`config.mk`:
```
export PLATFORM = sky130hd
export DESIGN_NAME = spsps_chan
export DESIGN_NICKNAME = d
export VERILOG_FILES = /design/src/spsps_chan.v /design/src/spsps_fifo.v
export VERILOG_INCLUDE_DIRS = /design/src
export SDC_FILE = /design/constraint.sdc
export NUM_CORES = 1
export LEC_CHECK = 0
export BUFFER_PORTS_ARGS = -buffer_cell sky130_fd_sc_hd__clkbuf_2
export CORE_MARGIN = 1.5
export CORE_UTILIZATION = 60
export DETAILED_ROUTE_END_ITERATION = 10
export PLACE_DENSITY = 0.76
export SLEW_MARGIN = 10
export SYNTH_ARGS = -nofsm -noshare
export SYNTH_HDL_FRONTEND = slang
export SYNTH_SLANG_ARGS = --single-unit
```
`constraint.sdc`:
```
create_clock -name ref_clk_in -period 8.7 [get_ports ref_clk_in]
set_input_delay 1.305 -clock ref_clk_in [delete_from_list [all_inputs] [get_ports ref_clk_in]]
set_output_delay 1.305 -clock ref_clk_in [all_outputs]
set_load 0.01 [all_outputs]
```
`src/spsps_regs.vh`:
```
`ifndef SPSPS_REGS_VH
`define SPSPS_REGS_VH

// ==========================================================================
// Channel addressing and packet limits
// ==========================================================================
`define SPSPS_BASE_UDP_PORT     16'd10001
`define SPSPS_MAX_PKT_BYTES     11'd1024
`define SPSPS_SETMODE_BYTES     11'd5
`define SPSPS_BYTE_CNT_MAX      11'h7ff

// ==========================================================================
// Opcodes
// ==========================================================================
`define SPSPS_OP_SETMODE        8'h00
`define SPSPS_OP_SEND           8'h01
`define SPSPS_OP_RECEIVE        8'h02
`define SPSPS_OP_CLEAR_FLAGS    8'h03
`define SPSPS_OP_OPEN           8'h04
`define SPSPS_OP_CLOSE          8'h05
`define SPSPS_OP_FLUSH          8'h06
`define SPSPS_OP_GET_RX_COUNT   8'h07
`define SPSPS_OP_GET_TX_COUNT   8'h08

// ==========================================================================
// Status byte bit positions
// ==========================================================================
`define SPSPS_ST_REJ_BIT        0
`define SPSPS_ST_OPN_BIT        1
`define SPSPS_ST_FRM_BIT        2
`define SPSPS_ST_PAR_BIT        3
`define SPSPS_ST_OVR_BIT        4

// ==========================================================================
// Mode fields and reset values
// ==========================================================================
`define SPSPS_LT_MSB            7
`define SPSPS_LT_LSB            6
`define SPSPS_LT_HALF_DUPLEX    2'b10
`define SPSPS_LT_SWITCHED_FULL  2'b11
`define SPSPS_ATTRIB_RESET      8'h00
`define SPSPS_LEDS_RESET        8'h04
`define SPSPS_CLKDIV_RESET      16'h0018

// ==========================================================================
// Buffer sizing
// ==========================================================================
`define SPSPS_FIFO_DEPTH        32
`define SPSPS_FIFO_AW           5
`define SPSPS_TX_READY_LIMIT    6'd30

`endif

```
`src/spsps_chan.v`:
```
`timescale 1ns/10ps
`include "spsps_regs.vh"

module spsps_chan #(
  parameter [15:0] CHAN_INDEX = 16'h0000
) (
  input  wire        ref_clk_in,
  input  wire        rst_n_in,
  input  wire        pkt_valid_in,
  output wire        pkt_ready_out,
  input  wire [7:0]  pkt_data_in,
  input  wire        pkt_last_in,
  input  wire [15:0] pkt_dst_port_in,
  input  wire [31:0] pkt_src_ip_in,
  input  wire [15:0] pkt_src_port_in,
  output wire        resp_valid_out,
  input  wire        resp_ready_in,
  output wire [7:0]  resp_data_out,
  output wire        resp_last_out,
  output wire [31:0] resp_dst_ip_out,
  output wire [15:0] resp_dst_port_out,
  input  wire        rx_char_valid_in,
  input  wire [7:0]  rx_char_in,
  input  wire        rx_frame_err_in,
  input  wire        rx_parity_err_in,
  input  wire        rx_uart_overrun_in,
  input  wire        tx_busy_in,
  output wire        tx_char_valid_out,
  input  wire        tx_char_ready_in,
  output wire [7:0]  tx_char_out,
  output wire        tx_driver_en_out,
  output wire        rx_enable_out,
  output wire        port_open_out,
  output wire [7:0]  status_out,
  output wire [15:0] mode_clock_div_out,
  output wire [7:0]  mode_attrib_out,
  output wire [7:0]  mode_leds_out
);

  // ========================================================================
  // State and registers
  // ========================================================================
  localparam [2:0] S_IDLE = 3'd0;
  localparam [2:0] S_SKIP = 3'd1;
  localparam [2:0] S_DATA = 3'd2;
  localparam [2:0] S_EXEC = 3'd3;
  localparam [2:0] S_RESP = 3'd4;

  reg  [2:0]  state_q;
  reg  [2:0]  state_d;
  reg         pkt_ready_q;
  reg         pkt_ready_d;
  reg  [7:0]  op_q;
  reg  [10:0] nbytes_q;
  reg  [31:0] src_ip_q;
  reg  [15:0] src_port_q;
  reg  [15:0] sh_clkdiv_q;
  reg  [7:0]  sh_attrib_q;
  reg  [7:0]  sh_leds_q;
  reg  [15:0] clkdiv_q;
  reg  [7:0]  attrib_q;
  reg  [7:0]  leds_q;
  reg         rej_q;
  reg         open_q;
  reg         frm_q;
  reg         par_q;
  reg         ovr_q;
  reg  [7:0]  status_q;
  reg         resp_valid_q;
  reg  [7:0]  resp_data_q;
  reg         resp_last_q;
  reg  [6:0]  resp_idx_q;
  reg  [6:0]  resp_last_idx_q;
  reg  [5:0]  rx_snap_q;
  reg         tx_char_valid_q;
  reg  [7:0]  tx_char_q;
  reg         tx_drv_q;
  reg         rx_en_q;
  reg         exec_rej;
  reg  [7:0]  resp_byte;

  wire        pkt_take;
  wire [15:0] own_port;
  wire [1:0]  line_type;
  wire        rx_gate;
  wire        rx_good;
  wire        rx_push;
  wire        rx_lost;
  wire        frm_set;
  wire        par_set;
  wire        ovr_set;
  wire        exec_ok;
  wire        flags_clr;
  wire        tx_push;
  wire        tx_load;
  wire        resp_load;
  wire        resp_done;
  wire        rx_pop;
  wire        rx_flush;
  wire [7:0]  status_now;
  wire [7:0]  tx_total;
  wire        tx_in_ready;
  wire        tx_out_valid;
  wire [7:0]  tx_out_data;
  wire [5:0]  tx_cnt;
  wire        rx_in_ready;
  wire        rx_out_valid;
  wire [7:0]  rx_out_data;
  wire [5:0]  rx_cnt;

  // ========================================================================
  // Buffers
  // ========================================================================
  // Transmit buffer; its fill level throttles packet intake during sends
  spsps_fifo #(
    .WIDTH (8),
    .DEPTH (`SPSPS_FIFO_DEPTH),
    .AW    (`SPSPS_FIFO_AW)
  ) u_tx_fifo (
    .ref_clk_in    (ref_clk_in),
    .rst_n_in      (rst_n_in),
    .flush_in      (1'b0),
    .in_valid_in   (tx_push),
    .in_ready_out  (tx_in_ready),
    .in_data_in    (pkt_data_in),
    .out_valid_out (tx_out_valid),
    .out_ready_in  (tx_load),
    .out_data_out  (tx_out_data),
    .count_out     (tx_cnt)
  );

  // Receive buffer, drained by receive commands
  spsps_fifo #(
    .WIDTH (8),
    .DEPTH (`SPSPS_FIFO_DEPTH),
    .AW    (`SPSPS_FIFO_AW)
  ) u_rx_fifo (
    .ref_clk_in    (ref_clk_in),
    .rst_n_in      (rst_n_in),
    .flush_in      (rx_flush),
    .in_valid_in   (rx_push),
    .in_ready_out  (rx_in_ready),
    .in_data_in    (rx_char_in),
    .out_valid_out (rx_out_valid),
    .out_ready_in  (rx_pop),
    .out_data_out  (rx_out_data),
    .count_out     (rx_cnt)
  );

  // ========================================================================
  // Serial side
  // ========================================================================
  assign pkt_take  = pkt_valid_in & pkt_ready_q;
  assign own_port  = `SPSPS_BASE_UDP_PORT + CHAN_INDEX;
  assign line_type = attrib_q[`SPSPS_LT_MSB:`SPSPS_LT_LSB];

  // Half duplex blinds the receiver while our own transmitter runs
  assign rx_gate = open_q & ~((line_type == `SPSPS_LT_HALF_DUPLEX) & tx_busy_in);
  assign rx_good = rx_char_valid_in & rx_gate & ~rx_frame_err_in & ~rx_parity_err_in;
  assign rx_push = rx_good & rx_in_ready;
  assign rx_lost = rx_good & ~rx_in_ready;
  assign frm_set = rx_char_valid_in & rx_gate & rx_frame_err_in;
  assign par_set = rx_char_valid_in & rx_gate & rx_parity_err_in;
  assign ovr_set = rx_lost | (rx_uart_overrun_in & open_q);

  // Send data goes to the buffer only on an open channel, within the size cap
  assign tx_push = pkt_take & (state_q == S_DATA) & (op_q == `SPSPS_OP_SEND) & open_q
                   & tx_in_ready & (nbytes_q < `SPSPS_MAX_PKT_BYTES);
  // Holding register keeps the character output straight off a flop
  assign tx_load = open_q & tx_out_valid & (~tx_char_valid_q | tx_char_ready_in);
  assign tx_total = {2'b00, tx_cnt} + {7'd0, tx_char_valid_q};

  // ========================================================================
  // Command decision
  // ========================================================================
  // Legality of the one operation carried by the packet
  always @* begin
    case (op_q)
      `SPSPS_OP_SETMODE:      exec_rej = (nbytes_q != `SPSPS_SETMODE_BYTES);
      `SPSPS_OP_SEND:         exec_rej = ~open_q;
      `SPSPS_OP_RECEIVE:      exec_rej = ~open_q;
      `SPSPS_OP_CLEAR_FLAGS:  exec_rej = 1'b0;
      `SPSPS_OP_OPEN:         exec_rej = 1'b0;
      `SPSPS_OP_CLOSE:        exec_rej = 1'b0;
      `SPSPS_OP_FLUSH:        exec_rej = 1'b0;
      `SPSPS_OP_GET_RX_COUNT: exec_rej = 1'b0;
      `SPSPS_OP_GET_TX_COUNT: exec_rej = 1'b0;
      default:                exec_rej = 1'b1;
    endcase
    if (nbytes_q > `SPSPS_MAX_PKT_BYTES) begin
      exec_rej = 1'b1;
    end
  end

  assign exec_ok   = (state_q == S_EXEC) & ~exec_rej;
  assign flags_clr = exec_ok & (op_q == `SPSPS_OP_CLEAR_FLAGS);
  assign rx_flush  = exec_ok & (op_q == `SPSPS_OP_FLUSH);

  // ========================================================================
  // Packet sequencing
  // ========================================================================
  // One packet in, one execute step, one response out
  always @* begin
    state_d = state_q;
    case (state_q)
      S_IDLE: begin
        if (pkt_take) begin
          if (pkt_dst_port_in != own_port) begin
            state_d = pkt_last_in ? S_IDLE : S_SKIP;
          end else begin
            state_d = pkt_last_in ? S_EXEC : S_DATA;
          end
        end
      end
      S_SKIP: begin
        if (pkt_take && pkt_last_in) begin
          state_d = S_IDLE;
        end
      end
      S_DATA: begin
        if (pkt_take && pkt_last_in) begin
          state_d = S_EXEC;
        end
      end
      S_EXEC:  state_d = S_RESP;
      S_RESP: begin
        if (resp_done) begin
          state_d = S_IDLE;
        end
      end
      default: state_d = S_IDLE;
    endcase
  end

  // Ready is registered, so it is judged for the coming state with headroom
  always @* begin
    case (state_d)
      S_IDLE:  pkt_ready_d = 1'b1;
      S_SKIP:  pkt_ready_d = 1'b1;
      // On the opcode byte itself op_q is still stale, so the byte is looked at
      S_DATA:  pkt_ready_d = (((state_q == S_IDLE) ? pkt_data_in : op_q) != `SPSPS_OP_SEND)
                             || (tx_cnt < `SPSPS_TX_READY_LIMIT);
      default: pkt_ready_d = 1'b0;
    endcase
  end

  // ========================================================================
  // Response builder
  // ========================================================================
  assign status_now = {3'b000, ovr_q, par_q, frm_q, open_q, rej_q};
  assign resp_load  = (state_q == S_RESP) & (resp_idx_q <= resp_last_idx_q)
                      & (~resp_valid_q | resp_ready_in);
  assign resp_done  = resp_valid_q & resp_ready_in & resp_last_q;
  assign rx_pop     = resp_load & (op_q == `SPSPS_OP_RECEIVE) & ~rej_q
                      & (resp_idx_q >= 7'd2);

  // Byte for the current response position
  always @* begin
    resp_byte = 8'h00;
    if (resp_idx_q == 7'd0) begin
      resp_byte = status_now;
    end else if (op_q == `SPSPS_OP_GET_RX_COUNT) begin
      resp_byte = (resp_idx_q == 7'd1) ? {2'b00, rx_cnt} : 8'h00;
    end else if (op_q == `SPSPS_OP_GET_TX_COUNT) begin
      resp_byte = (resp_idx_q == 7'd1) ? tx_total : 8'h00;
    end else if (op_q == `SPSPS_OP_RECEIVE) begin
      resp_byte = (resp_idx_q == 7'd1) ? {2'b00, rx_snap_q} : rx_out_data;
    end
  end

  // ========================================================================
  // Registers
  // ========================================================================
  // Sequencer, capture of packet fields and response stream
  always @(posedge ref_clk_in) begin
    if (!rst_n_in) begin
      state_q         <= S_IDLE;
      pkt_ready_q     <= 1'b0;
      op_q            <= 8'h00;
      nbytes_q        <= 11'd0;
      src_ip_q        <= 32'h0000_0000;
      src_port_q      <= 16'h0000;
      sh_clkdiv_q     <= 16'h0000;
      sh_attrib_q     <= 8'h00;
      sh_leds_q       <= 8'h00;
      resp_valid_q    <= 1'b0;
      resp_data_q     <= 8'h00;
      resp_last_q     <= 1'b0;
      resp_idx_q      <= 7'd0;
      resp_last_idx_q <= 7'd0;
      rx_snap_q       <= 6'd0;
    end else begin
      state_q     <= state_d;
      pkt_ready_q <= pkt_ready_d;
      if (pkt_take && (state_q == S_IDLE) && (pkt_dst_port_in == own_port)) begin
        op_q       <= pkt_data_in;
        nbytes_q   <= 11'd1;
        src_ip_q   <= pkt_src_ip_in;
        src_port_q <= pkt_src_port_in;
      end else if (pkt_take && (state_q == S_DATA)) begin
        if (nbytes_q != `SPSPS_BYTE_CNT_MAX) begin
          nbytes_q <= nbytes_q + 11'd1;
        end
        case (nbytes_q)
          11'd1:   sh_clkdiv_q[7:0]  <= pkt_data_in;
          11'd2:   sh_clkdiv_q[15:8] <= pkt_data_in;
          11'd3:   sh_attrib_q       <= pkt_data_in;
          11'd4:   sh_leds_q         <= pkt_data_in;
          default: sh_leds_q         <= sh_leds_q;
        endcase
      end
      // Response length fixed at execute; rejection returns status only
      if (state_q == S_EXEC) begin
        resp_idx_q <= 7'd0;
        rx_snap_q  <= rx_cnt;
        if (exec_rej) begin
          resp_last_idx_q <= 7'd0;
        end else if ((op_q == `SPSPS_OP_GET_RX_COUNT) || (op_q == `SPSPS_OP_GET_TX_COUNT)) begin
          resp_last_idx_q <= 7'd2;
        end else if (op_q == `SPSPS_OP_RECEIVE) begin
          resp_last_idx_q <= 7'd1 + {1'b0, rx_cnt};
        end else begin
          resp_last_idx_q <= 7'd0;
        end
      end
      if (resp_load) begin
        resp_valid_q <= 1'b1;
        resp_data_q  <= resp_byte;
        resp_last_q  <= (resp_idx_q == resp_last_idx_q);
        resp_idx_q   <= resp_idx_q + 7'd1;
      end else if (resp_valid_q && resp_ready_in) begin
        resp_valid_q <= 1'b0;
        resp_last_q  <= 1'b0;
      end
    end
  end

  // Channel flags; a hardware set wins over a same-cycle clear
  always @(posedge ref_clk_in) begin
    if (!rst_n_in) begin
      rej_q  <= 1'b0;
      open_q <= 1'b0;
      frm_q  <= 1'b0;
      par_q  <= 1'b0;
      ovr_q  <= 1'b0;
    end else begin
      if (pkt_take && (state_q == S_IDLE) && (pkt_dst_port_in == own_port)) begin
        rej_q <= 1'b0;
      end else if (state_q == S_EXEC) begin
        rej_q <= exec_rej;
      end
      if (exec_ok && (op_q == `SPSPS_OP_OPEN)) begin
        open_q <= 1'b1;
      end else if (exec_ok && (op_q == `SPSPS_OP_CLOSE)) begin
        open_q <= 1'b0;
      end
      frm_q <= frm_set | (frm_q & ~flags_clr);
      par_q <= par_set | (par_q & ~flags_clr);
      ovr_q <= ovr_set | (ovr_q & ~flags_clr);
    end
  end

  // Mode, transmit holding register and line control
  always @(posedge ref_clk_in) begin
    if (!rst_n_in) begin
      clkdiv_q        <= `SPSPS_CLKDIV_RESET;
      attrib_q        <= `SPSPS_ATTRIB_RESET;
      leds_q          <= `SPSPS_LEDS_RESET;
      tx_char_valid_q <= 1'b0;
      tx_char_q       <= 8'h00;
      tx_drv_q        <= 1'b0;
      rx_en_q         <= 1'b0;
      status_q        <= 8'h00;
    end else begin
      if (exec_ok && (op_q == `SPSPS_OP_SETMODE)) begin
        clkdiv_q <= sh_clkdiv_q;
        attrib_q <= sh_attrib_q;
        leds_q   <= sh_leds_q;
      end
      if (tx_load) begin
        tx_char_valid_q <= 1'b1;
        tx_char_q       <= tx_out_data;
      end else if (tx_char_ready_in) begin
        tx_char_valid_q <= 1'b0;
      end
      // Half duplex and switched full drive only while sending; others keep the driver on
      if (line_type[1]) begin
        tx_drv_q <= tx_busy_in;
      end else begin
        tx_drv_q <= 1'b1;
      end
      rx_en_q  <= rx_gate;
      status_q <= status_now;
    end
  end

  // ========================================================================
  // Outputs
  // ========================================================================
  assign pkt_ready_out      = pkt_ready_q;
  assign resp_valid_out     = resp_valid_q;
  assign resp_data_out      = resp_data_q;
  assign resp_last_out      = resp_last_q;
  assign resp_dst_ip_out    = src_ip_q;
  assign resp_dst_port_out  = src_port_q;
  assign tx_char_valid_out  = tx_char_valid_q;
  assign tx_char_out        = tx_char_q;
  assign tx_driver_en_out   = tx_drv_q;
  assign rx_enable_out      = rx_en_q;
  assign port_open_out      = open_q;
  assign status_out         = status_q;
  assign mode_clock_div_out = clkdiv_q;
  assign mode_attrib_out    = attrib_q;
  assign mode_leds_out      = leds_q;

endmodule // spsps_chan

```
`src/spsps_fifo.v`:
```
`timescale 1ns/10ps

// ==========================================================================
// Synchronous FIFO with valid/ready on both sides
// ==========================================================================
module spsps_fifo #(
  parameter WIDTH = 8,
  parameter DEPTH = 32,
  parameter AW    = 5
) (
  input  wire             ref_clk_in,
  input  wire             rst_n_in,
  input  wire             flush_in,
  input  wire             in_valid_in,
  output wire             in_ready_out,
  input  wire [WIDTH-1:0] in_data_in,
  output wire             out_valid_out,
  input  wire             out_ready_in,
  output wire [WIDTH-1:0] out_data_out,
  output wire [AW:0]      count_out
);

  reg  [WIDTH-1:0] mem [0:DEPTH-1];
  reg  [AW-1:0]    wr_ptr_q;
  reg  [AW-1:0]    rd_ptr_q;
  reg  [AW:0]      count_q;
  wire             push;
  wire             pop;

  // Full and empty come straight from the occupancy count
  assign in_ready_out  = (count_q != DEPTH[AW:0]);
  assign out_valid_out = (count_q != {(AW+1){1'b0}});
  assign out_data_out  = mem[rd_ptr_q];
  assign count_out     = count_q;
  assign push          = in_valid_in & in_ready_out;
  assign pop           = out_valid_out & out_ready_in;

  // Storage has no reset; only the pointers and the count need a defined state
  always @(posedge ref_clk_in) begin
    if (push) begin
      mem[wr_ptr_q] <= in_data_in;
    end
  end

  // Pointer and count update; flush wins over a same-cycle transfer
  always @(posedge ref_clk_in) begin
    if (!rst_n_in || flush_in) begin
      wr_ptr_q <= {AW{1'b0}};
      rd_ptr_q <= {AW{1'b0}};
      count_q  <= {(AW+1){1'b0}};
    end else begin
      if (push) begin
        wr_ptr_q <= wr_ptr_q + 1'b1;
      end
      if (pop) begin
        rd_ptr_q <= rd_ptr_q + 1'b1;
      end
      if (push && !pop) begin
        count_q <= count_q + 1'b1;
      end else if (pop && !push) begin
        count_q <= count_q - 1'b1;
      end
    end
  end

endmodule // spsps_fifo

```
# == Word level (Yosys, flattened, before mapping) ==
# Memories as Yosys holds them, arrays and structs flattened. A register that Yosys moved wholly into a read port is not among the register bits.
# Index checks and enable logic that the tools add are counted.
# totals
latchBits,0
word_cells,226
ff_bits,213
input_bits,91
rom_bits,0
memories,2
mem_bits_rw,512
# mem_list
memory,words,word_bits,read_ports,rd_ports_with_merged_regs,wr,line,source
u_rx_fifo.mem,32,8,1,1,1,spsps_fifo.v:23,reg [WIDTH-1:0] mem [0:DEPTH-1];
u_tx_fifo.mem,32,8,1,1,1,spsps_fifo.v:23,
# op_classes
bitwise,53
n_eq_ne,28
n_div,0
mul,0
add_sub_neg,12
n_mux,45
shifts,0
reduce_logical,45
magnitude_cmp,5
# ops
cell,n
8-bit two-way mux,6
7-bit two-way mux,6
1-bit AND,35
8-bit by 3-bit equality test with 1-bit output (second input constant),4
6-bit two-way mux,5
11-bit by 2-bit equality test with 1-bit output (second input constant),2
5-bit by 1-bit adder with 5-bit output (second input constant),4
1-bit two-way mux,18
16-bit by 14-bit equality test with 1-bit output (second input constant),1
8-bit by 2-bit equality test with 1-bit output (second input constant),2
16-bit by 14-bit inequality test with 1-bit output (second input constant),1
2-bit nonzero test,8
3-bit one-hot mux with 5 select lines,1
6-bit by 1-bit adder with 6-bit output (second input constant),2
1-bit logical AND,12
3-bit two-way mux,4
6-bit inequality test (second input constant),2
1-bit inverter,12
3-bit AND reduction,4
6-bit nonzero test,2
6-bit by 1-bit subtractor with 6-bit output (second input constant),2
11-bit by 1-bit adder with 11-bit output (second input constant),1
11-bit by 1-bit equality test with 1-bit output (second input constant),1
11-bit by 3-bit equality test with 1-bit output (second input constant),1
32 further kinds,52

# == Logic depth before layout (Yosys ltp) ==
# Gate-level depths: netlist (run 1).
# depth
ltp_word,13
ltp_mapped,17
mapped_depth_nobuf,16

# == By module ==
# From an unflattened synthesis (run 1), not the netlist that was laid out.
# unflattened
hier_cells,2210
area_unflattened_um2,30285.3
# by_module_without_submodules
module,cells_per_inst,area_per_inst_um2,n_inst,seq_area_each_um2
spsps_fifo,627,11094.4,2,8107.8
spsps_chan,956,8096.5,1,3723.6

# == Worst setup path after synthesis (run 1) ==
# No wires, ideal clock.
# synth_path
kind,input port to flip-flop
startpoint,input port resp_ready_in
endpoint,register u_rx_fifo.count_q[5] (netlist: u_rx_fifo.count_out[5])
path_buffers,1
setup_ns,0.128
path_stages,13
arrival_time_ns,3.652
slack_ns,4.921
cell_sequence,nor2_1 -> nor3_1 -> clkbuf_1 -> nand2_1 -> ha_1 -> inv_1 -> ha_1 -> a21o_1 -> a21oi_1 -> nand4b_1 -> nand4_1 -> xnor2_1 -> nor2_1
# synth_between
elab_chain_len,9
word_cells_on_any_way,11
classes_between,mux (1); bitwise (6); reduce/logical (4)
# synth_lines
item,line,source
from (decl),spsps_chan.v:17,"input wire resp_ready_in,"
1-bit bitwise OR (*),spsps_chan.v:252,& (~resp_valid_q | resp_ready_in);
1-bit AND (*),spsps_chan.v:252,
1-bit AND (*) (3 in series),spsps_chan.v:254,assign rx_pop = resp_load & (op_q == `SPSPS_OP_RECEIVE) & ~rej_q
1-bit AND (*),spsps_fifo.v:36,assign pop = out_valid_out & out_ready_in;
1-bit zero test,spsps_fifo.v:58,if (push && !pop) begin
1-bit logical AND,spsps_fifo.v:58,
6-bit two-way mux / 2-bit nonzero test (equally long branches),--,
to (signal assigned),spsps_fifo.v:50,count_q <= {(AW+1){1'b0}};
to (signal assigned),spsps_fifo.v:59,count_q <= count_q + 1'b1;
to (signal assigned),spsps_fifo.v:61,count_q <= count_q - 1'b1;
to (decl),spsps_fifo.v:26,reg [AW:0] count_q;
# Mark *: on every way between the ends. The rest lies on a longest branch, timed or not.
# A chain may end at the register's enable or synchronous reset.

# == Final worst setup path (run 1) ==
# layout_path
startpoint,input port tx_busy_in
endpoint,register u_rx_fifo.count_q[5] (netlist: u_rx_fifo.count_out[5])
# layout_between
elab_chain_len,11
word_cells_on_any_way,13
classes_between,mux (1); bitwise (8); reduce/logical (4)
# layout_lines
item,line,source
from (decl),spsps_chan.v:27,"input wire tx_busy_in,"
1-bit AND (*),spsps_chan.v:158,assign rx_gate = open_q & ~((line_type == `SPSPS_LT_HALF_DUPLEX) & tx_busy_in);
1-bit inverter (*),spsps_chan.v:158,
1-bit AND (*),spsps_chan.v:158,
1-bit AND (*) (3 in series),spsps_chan.v:159,assign rx_good = rx_char_valid_in & rx_gate & ~rx_frame_err_in & ~rx_parity_err_in;
1-bit AND (*),spsps_chan.v:160,assign rx_push = rx_good & rx_in_ready;
1-bit AND (*),spsps_fifo.v:35,assign push = in_valid_in & in_ready_out;
1-bit zero test,spsps_fifo.v:60,end else if (pop && !push) begin
1-bit logical AND,spsps_fifo.v:60,
2-bit nonzero test (no line),--,
# Marked as above.

==> key figures, run 1 <==
Status
  • Status: completed

Worst setup path
  • Reg2reg path depth: 13
  • Crit path max-delay family: simple AND/OR/NAND/NOR gates
  • Critical path capture point type: register
  • Worst EP arrival: 4420 ps
  • Slowest cell on crit path: nor4b_1
  • Crit path launch: tx_busy_in
  • Bufs and invs on worst path: 2
  • CP Max Fanout: 9
  • Data required, critical path: slightly above 9000 ps
  • CP max stage delay: between 600 and 700 ps
  • R2R setup slack: ~5000 ps
  • Startpoint Class: input port
  • FF-to-FF Start: op_q[3]
  • Cell mode on critical path: ha_1
  • FF-to-FF End: u_rx_fifo.count_out[5]
  • Critical path cell sequence: clkbuf_2 -> and3b_1 -> nor4b_1 -> and3_1 -> ha_1 -> inv_1 -> ha_1 -> a21o_1 -> a21oi_1 -> nand4b_1 -> nand4_1 -> xnor2_1 -> nor2_1
  • Critical path type: in -> reg

Global routing
  • Global route overflow: 0
  • Global-route usage over all layers: a little over a quarter
  • Number of global-route vias before repair: roughly 18,000
  • Largest net degree at the start of global routing: about 80
  • Initial antenna violation count: 0
  • First-pass GRT wire length: about 100,000 microns

Synthesis
  • Yosys reg bits: 735
  • Synth Flop Type: edfxtp_1
  • Distinct cells, synth: 84
  • Avg Inst Size Synth: between 10 and 15 sq um
  • Post-synth EDFFs: about 500
  • Ys Warns: 0
  • Leading area contributor after synthesis: edfxtp_1
  • Cells after Synth: between 2,000 and 2,500
  • Top post-synthesis cells by area: edfxtp_1, dfxtp_1, mux4_2, nand2_1, a21oi_1
  • Post-synthesis cell area: 29,600 sq um
  • Top cell type's share of synthesized area: approximately 52%
  • Sequential share of the synthesized area: between 60% and 70%
  • Post-synth ARST share: 0%

CTS
  • Post-CTS Setup Bufs: 0
  • Post-CTS sizing: 0
  • Inserted Clock Buffers: 73
  • CTS Root Cell: clkbuf_16
  • Hold_buf cts: 0
  • CTS max path bufs: 3
  • Clock Pin Slew Worst Setup and Hold Paths: 60 ps
  • CTS tree: built
  • Htree depth: 3
  • Clock Latency Late Sink: around 620 ps
  • Sink Count: ~740

Power
  • Pwr dens: a little over 200 nW/um^2
  • Sw Pwr: approximately 0.0014 W
  • Sw frac: between 20% and 30%
  • Leakage: 11.0 nW
  • Pint: about 0.0054 W
  • Clk pwr share: a little over two fifths
  • Worst vdd rail ir drop: 0.162 mV
  • Combinational fraction of design power: between 1 and 1.5%
  • Seq pwr share: about 55%

Route
  • Starting DRT DRC Count: 1,780
  • TritonRoute pass-1 iters: 7
  • Drt drc: 0
  • Total Wirelength: 68,000 microns
  • DR vias: approximately 18,000
  • Final ANT Viol Nets: 0
  • Wire length per cell: roughly 23 microns
  • Mean number of vias per cell: around 6.1

Timing
  • Least-Margin Pin Slew: roughly 1100 ps
  • Setup Skew: approximately 28 ps
  • Fin crit share: 45.1%
  • Peak Freq: 0.255 GHz
  • Worst slew margin: around 25%
  • Min setup slack post-route: approximately 4800 ps
  • Final setup fails: 0
  • Post-route minimum period: between 3000 and 4000 ps
  • Pins Over Slew Limit: 0
  • Final hold violation count: 0
  • RSZ-0062 raised after global routing: no
  • Sum Neg Setup Slack: 0 ps

Run
  • Max-Cap Viols: 0

Floorplan
  • Die width: roughly 230 microns
  • Die Area: a little over 50,000 sq um
  • Row count: 81
  • Core outline area: 48,700 sq um
  • DIE HEIGHT: between 200 and 250 microns
  • I/O pins: between 200 and 250
  • Initial Util: slightly above 60%

Placed design
  • Dpl ws: between 4000 and 5000 ps
  • Gp weighted congestion: 0.894
  • Port bufs: 198
  • DP Cell Count: ~2,800
  • DP Area: between 30,000 and 40,000 sq um
  • DP Wirelength: roughly 43,000 microns

Min path
  • WHS Path Cells: 2
  • Hold_sp: tx_char_out[0]
  • WHS Endpoint: tx_char_out[0]
  • Hold Crit Class: reg -> reg

Cells and area
  • Final Cell Area: around 33,000 sq um
  • Filler cell count: roughly 3,300
  • Nets: about 2,400
  • Non-Filler Instances: between 2,000 and 3,000
  • Ant diodes: 0
  • Layout cells sized above 1: 21.7%
  • Area grow syn2layout: 12.6%
-- placed cells by master (no fill, tap or decap), types with 6 or more instances in the layout --
| cell | Yosys | routed |
|---|---|---|
| edfxtp_1 | 512 | 512 |
| nand2_1 | 260 | 260 |
| dfxtp_1 | 223 | 218 |
| clkbuf_2 | 0 | 198 |
| nor2_1 | 175 | 175 |
| mux4_2 | 135 | 135 |
| a21oi_1 | 133 | 133 |
| clkbuf_16 | 0 | 74 |
| mux2i_1 | 49 | 49 |
| nand3_1 | 42 | 42 |
| ha_1 | 39 | 39 |
| inv_1 | 32 | 32 |
| o21ai_0 | 26 | 26 |
| xnor2_1 | 26 | 26 |
| nor3_1 | 22 | 21 |
| buf_4 | 8 | 20 |
| a22oi_1 | 18 | 18 |
| clkbuf_1 | 76 | 18 |
| nand4_1 | 15 | 15 |
| clkinv_1 | 0 | 14 |
| nor2b_1 | 13 | 13 |
| and3_1 | 12 | 12 |
| and2_1 | 12 | 12 |
| mux2_2 | 12 | 12 |
| clkinv_2 | 0 | 12 |
| xor2_1 | 11 | 11 |
| nand2b_1 | 10 | 10 |
| nor4_1 | 10 | 10 |
| a31oi_1 | 9 | 9 |
| a211oi_1 | 8 | 8 |
| or3_1 | 8 | 8 |
| nand3b_1 | 8 | 8 |
| o22ai_1 | 8 | 8 |
| a21o_1 | 7 | 7 |
| nor4b_1 | 6 | 6 |
| nor3b_1 | 6 | 6 |
| o211ai_1 | 6 | 6 |
| o31ai_1 | 6 | 6 |
| clkbuf_8 | 0 | 6 |
-- worst max-delay path by stage --
stage	end	depth (start not counted)
6_report	u_rx_fifo.count_out[5]	13
5_1_grt	u_rx_fifo.count_out[5]	13
4_1_cts	u_rx_fifo.count_out[5]	13
3_5_place_dp	u_rx_fifo.count_out[5]	13
2_1_floorplan	u_rx_fifo.count_out[5]	13
3_3_place_gp	u_rx_fifo.count_out[5]	13
-- sequential cells by signal (all words and copies together) (netlist names), 11 cells and up, named ones only --
| name | cells |
|---|---|
| u_tx_fifo.mem | 256 |
| sh_clkdiv_q | 16 |
| nbytes_q | 11 |
| resp_dst_port_out | 16 |
| mode_clock_div_out | 16 |
| resp_dst_ip_out | 32 |
| u_rx_fifo.mem | 256 |
-- cells by family after synthesis --
logic type	count (synthesis)	share of synthesized area, %
XOR/XNOR	37	1.10
AO/OA/AOI/OAI	262	5.54
other	1	0.0127
flip-flops	735	67.1
multiplexers	196	12.4
AND/OR/NAND/NOR	632	9.90
buffers and inverters	153	2.18
adder cells (fa/ha/maj)	41	1.79
-- through the flow --
step,power [W],hold slack [ps],utilization (%)
2_1_floorplan,0.00383,425,-
3_3_place_gp,0.00390,425,63.7
3_5_place_dp,0.00391,437,63.7
4_1_cts,0.00684,451,68.3
5_1_grt,0.00696,464,68.3
6_report,0.00680,450,68.3
-- layer usage --
metal / up-vias / global-route usage (%) / wire [microns]
li1: 8100 / - / -
met1: 9101 / 38.5 / 27900
met2: 817 / 43.1 / 33000
met3: 142 / 4.32 / 4860
met4: 0 / 9.61 / 2170
met5: - / 0 / 0
-- cell usage after synthesis (26+ instances only) --
library cell  count
mux2i_1          49
ha_1             39
mux4_2          135
nand3_1          42
buf_2            26
nand2_1         260
inv_1            32
edfxtp_1        512
nor2_1          175
o21ai_0          26
xnor2_1          26
a21oi_1         133
clkbuf_1         76
dfxtp_1         223
-- worst register-to-register path: cells and delay by family (launching register included) --
| kind | cells | cell delay, ps |
|---|---|---|
| and+or+nand+nor | 6 | 1660 |
| xor gates and xnor gates | 1 | 160 |
| AOI/OAI and AO/OA | 3 | 780 |
| buffers and inverters | 1 | 170 |
| DFF | 1 | 370 |
| adders and majority gates | 2 | 530 |
-- layout make-up --
cell class | count | area (sq um) | share of cell area [%]
clock inverter | 34 | 231 | 0.695
multi-input combinational | 1171 | 9100 | 27.4
timing repair buffer | 218 | 1140 | 3.43
sequential | 735 | 19900 | 59.6
clock buffer | 98 | 2000 | 6.01
inverter | 33 | 126 | 0.380
tap | 664 | 831 | 2.50
-- power by group through the flow --
stage               registers (W)  logic (W)  clock network (W)
floorplan                 0.00381  0.0000193                  0
global placement          0.00381  0.0000919                  0
detailed placement        0.00381  0.0000947                  0
CTS                       0.00374  0.0000951            0.00301
global route              0.00373   0.000102            0.00313
finish                    0.00374  0.0000941            0.00297
(Power assumes the default switching activity.)
==> run 2: changes to the inputs <==
- ABC_AREA: default -> 1
- CORE_UTILIZATION: 60 -> 55
- PLACE_DENSITY: 0.76 -> 0.73
- clock period: 8.7 -> 3.6 ns (I/O delays scaled with it)
==> run 2 against run 1 <==
Compared with the run above:
- combinational power rose to 2.7 times the previous value
- core utilization fell by 4.7 points
- total power rose to 2.5 times the previous value
- largest cell class unchanged
- final cell count up 30%
==> key figures, run 2 <==
CTS
  • Inserted Clock Buffers: 74
  • Htree depth: 3
  • Clock Pin Slew Worst Setup and Hold Paths: ~60 ps
  • CTS max path bufs: 3
  • Clock Latency Late Sink: around 630 ps
  • Sink Count: about 740
  • CTS tree: built
  • CTS Root Cell: clkbuf_16

Power
  • Leakage: 12.8 nW
  • Seq pwr share: between 50% and 60%
  • Clk pwr share: 45.8%
  • Pint: roughly 0.014 W
  • Combinational fraction of design power: under 10%
  • Sw frac: 19.9%
  • Pwr dens: ~500 nW/um^2
  • Sw Pwr: 0.00341 W
  • Worst vdd rail ir drop: approximately 0.37 mV

Synthesis
  • Synth Flop Type: edfxtp_1
  • Distinct cells, synth: 44
  • Most instantiated library cell after synthesis: nor2_1
  • Top post-synthesis cells by area: edfxtp_1, dfxtp_1, nor2_1, o21ai_0, nand2_1
  • Post-synth EDFFs: approximately 510
  • Leading area contributor after synthesis: edfxtp_1
  • Top cell type's share of synthesized area: 50.7%
  • Cells after Synth: 2,913
  • Sequential share of the synthesized area: around two thirds
  • Post-synthesis cell area: ~30,000 sq um
  • Post-synth ARST share: 0%
  • Top cells by count, synth: nor2_1, edfxtp_1, o21ai_0
  • Ys Warns: 0
  • Avg Inst Size Synth: ~10 sq um
  • Yosys reg bits: between 700 and 800

Placed design
  • Port bufs: around 200
  • Gp weighted congestion: 0.954
  • DP Wirelength: around 49,000 microns

Route
  • Wire length per cell: around 20 microns
  • Starting DRT DRC Count: about 2,300
  • Mean number of vias per cell: between 5 and 6
  • TritonRoute pass-1 iters: 5
  • DR vias: roughly 22,000
  • Total Wirelength: ~77,000 microns
  • Final ANT Viol Nets: 0
  • Drt drc: 0

Min path
  • Hold Crit Class: in -> reg
  • Hold_sp: pkt_src_ip_in[3]
  • WHS Path Cells: 3
  • WHS Endpoint: resp_dst_ip_out[3]

Worst setup path
  • CP max stage delay: roughly 330 ps
  • FF-to-FF Start: resp_last_idx_q[2]
  • Data required, critical path: approximately 4200 ps
  • Critical path type: reg -> reg
  • Worst EP arrival: approximately 3800 ps
  • R2R setup slack: between 300 and 400 ps
  • FF-to-FF End: u_rx_fifo.count_out[5]
  • Reg2reg path depth: 21
  • Cell mode on critical path: nand2_1
  • CP Max Fanout: 16
  • Critical path capture point type: register
  • Startpoint Class: register
  • Slowest cell on crit path: dfxtp_1
  • Critical path cell sequence: inv_1 -> ha_1 -> a21oi_1 -> o21ai_0 -> nand2_1 -> o211ai_1 -> nand2_1 -> nand3_1 -> inv_4 -> nand2_1 -> ha_2 -> inv_1 -> ha_1 -> a21oi_1 -> nand2_1 -> nand2_1 -> nand2_1 -> a21oi_1 -> xor2_1 -> nand2_1 -> a21oi_1

Cells and area
  • Filler cell count: ~4,200
  • Area grow syn2layout: 13.5%
  • Ant diodes: 0
  • Highest-count cells in the layout ignoring fill and taps: nor2_1, edfxtp_1, o21ai_0
  • Layout cells sized above 1: around 14%
  • Most common cell after layout, fill and taps aside: nor2_1
  • Core Util, Final: about 64%
  • Nets: about 3,200

Global routing
  • Number of global-route vias before repair: ~22,000
  • Largest net degree at the start of global routing: approximately 130
  • First-pass GRT wire length: between 100,000 and 150,000 microns
  • Global-route usage over all layers: 27.2%
  • Global route overflow: 0
  • Initial antenna violation count: 0

Timing
  • Sum Neg Setup Slack: 0 ps
  • Least-Margin Pin Slew: roughly 1200 ps
  • Peak Freq: between 0.3 and 0.4 GHz
  • Fin crit share: 91.3%
  • Pins Over Slew Limit: 0
  • Post-route minimum period: 3290 ps
  • Setup Skew: 30.3 ps
  • Final hold violation count: 0
  • Final setup fails: 0
  • RSZ-0062 raised after global routing: no
  • Worst slew margin: around 19%

Run
  • Max-Cap Viols: 0

Floorplan
  • DIE HEIGHT: approximately 240 microns
  • I/O pins: roughly 200
  • Initial Util: a little under three fifths
  • Core outline area: 54,100 sq um
  • Row count: 85
  • Die width: ~240 microns
  • Die Area: 56,600 sq um

Status
  • Status: completed
-- run 2: cell count changes after synthesis, moves of 28 or more --
cell,change
o21ai_0,+338
mux4_2,-135
o211ai_1,+43
o22ai_1,+31
nand3_1,+128
mux2i_1,-49
o21ai_1,+30
nor3_1,+28
inv_1,+122
nand2_1,+33
nor2_1,+358
-- run 2: worst max-delay path, delay by kind of cell, from the launching register on --
kind                       cells  cell delay, ps
xor gates and xnor gates       1             160
and+or+nand+nor                8             790
AOI/OAI and AO/OA              6             730
buffers and inverters          3             380
DFF                            1             330
adders and majority gates      3             880
-- run 2: worst max path at each step --
stage	startpoint	to	cells after the start
6_report	resp_last_idx_q[2]	u_rx_fifo.count_out[5]	21
5_1_grt	resp_last_idx_q[2]	u_rx_fifo.count_out[5]	21
4_1_cts	resp_idx_q[2]	u_rx_fifo.count_out[5]	20
3_5_place_dp	pkt_valid_in	u_tx_fifo.count_out[5]	20
3_3_place_gp	pkt_valid_in	u_tx_fifo.count_out[5]	20
2_1_floorplan	resp_idx_q[2]	u_rx_fifo.count_out[5]	20
-- run 2: final cells by class --
type,count,area (sq um),area share [%]
sequential,735,19900,57.7
tap,696,871,2.53
inverter,181,683,1.98
timing repair buffer,250,1420,4.13
clock inverter,30,318,0.923
clock buffer,106,2200,6.40
multi-input combinational,1839,9090,26.4
-- run 2: cells by family after synthesis --
group / Yosys count / synth area share (%)
fa+ha+maj: 41 / 1.74
buf+inv: 341 / 4.72
simple gates: 1120 / 15.8
flops: 735 / 65.4
other cells: 1 / 0.0124
compound gates: 656 / 11.8
xor+xnor: 19 / 0.548
-- run 2: metrics by stage --
step,area (sq um),hold WS [ps],setup slack (ps),instances,power (W)
finish,34400,140,314,3837,0.0171
global route,34400,143,10.9,3837,0.0175
CTS,34400,112,237,3837,0.0172
detailed placement,31900,454,219,3701,0.00946
global placement,31900,449,271,3701,0.00946
floorplan,30300,419,710,2915,0.00927
-- run 2: layer usage --
layer / global-route usage, % / vias up / wire [microns]
met2: 45.1 / 1035 / 37500
met4: 10.3 / 2 / 2380
met3: 4.84 / 160 / 6240
met1: 35.7 / 10700 / 31200
met5: 0.693 / - / 52
li1: - / 10500 / -
-- run 2: power groups by stage --
stage | combinational, W | clock (W) | sequential [W]
5_1_grt | 0.000274 | 0.00825 | 0.00902
6_report | 0.000257 | 0.00786 | 0.00903
2_1_floorplan | 0.0000569 | 0 | 0.00921
4_1_cts | 0.000257 | 0.00794 | 0.00903
3_3_place_gp | 0.000251 | 0 | 0.00921
3_5_place_dp | 0.000255 | 0 | 0.00921
-- run 2: repair_timing --
action	in CTS	in global routing
hold buffers	0	0
gates resized for setup	0	4
buffers inserted	0	0
setup endpoints to repair	0	2
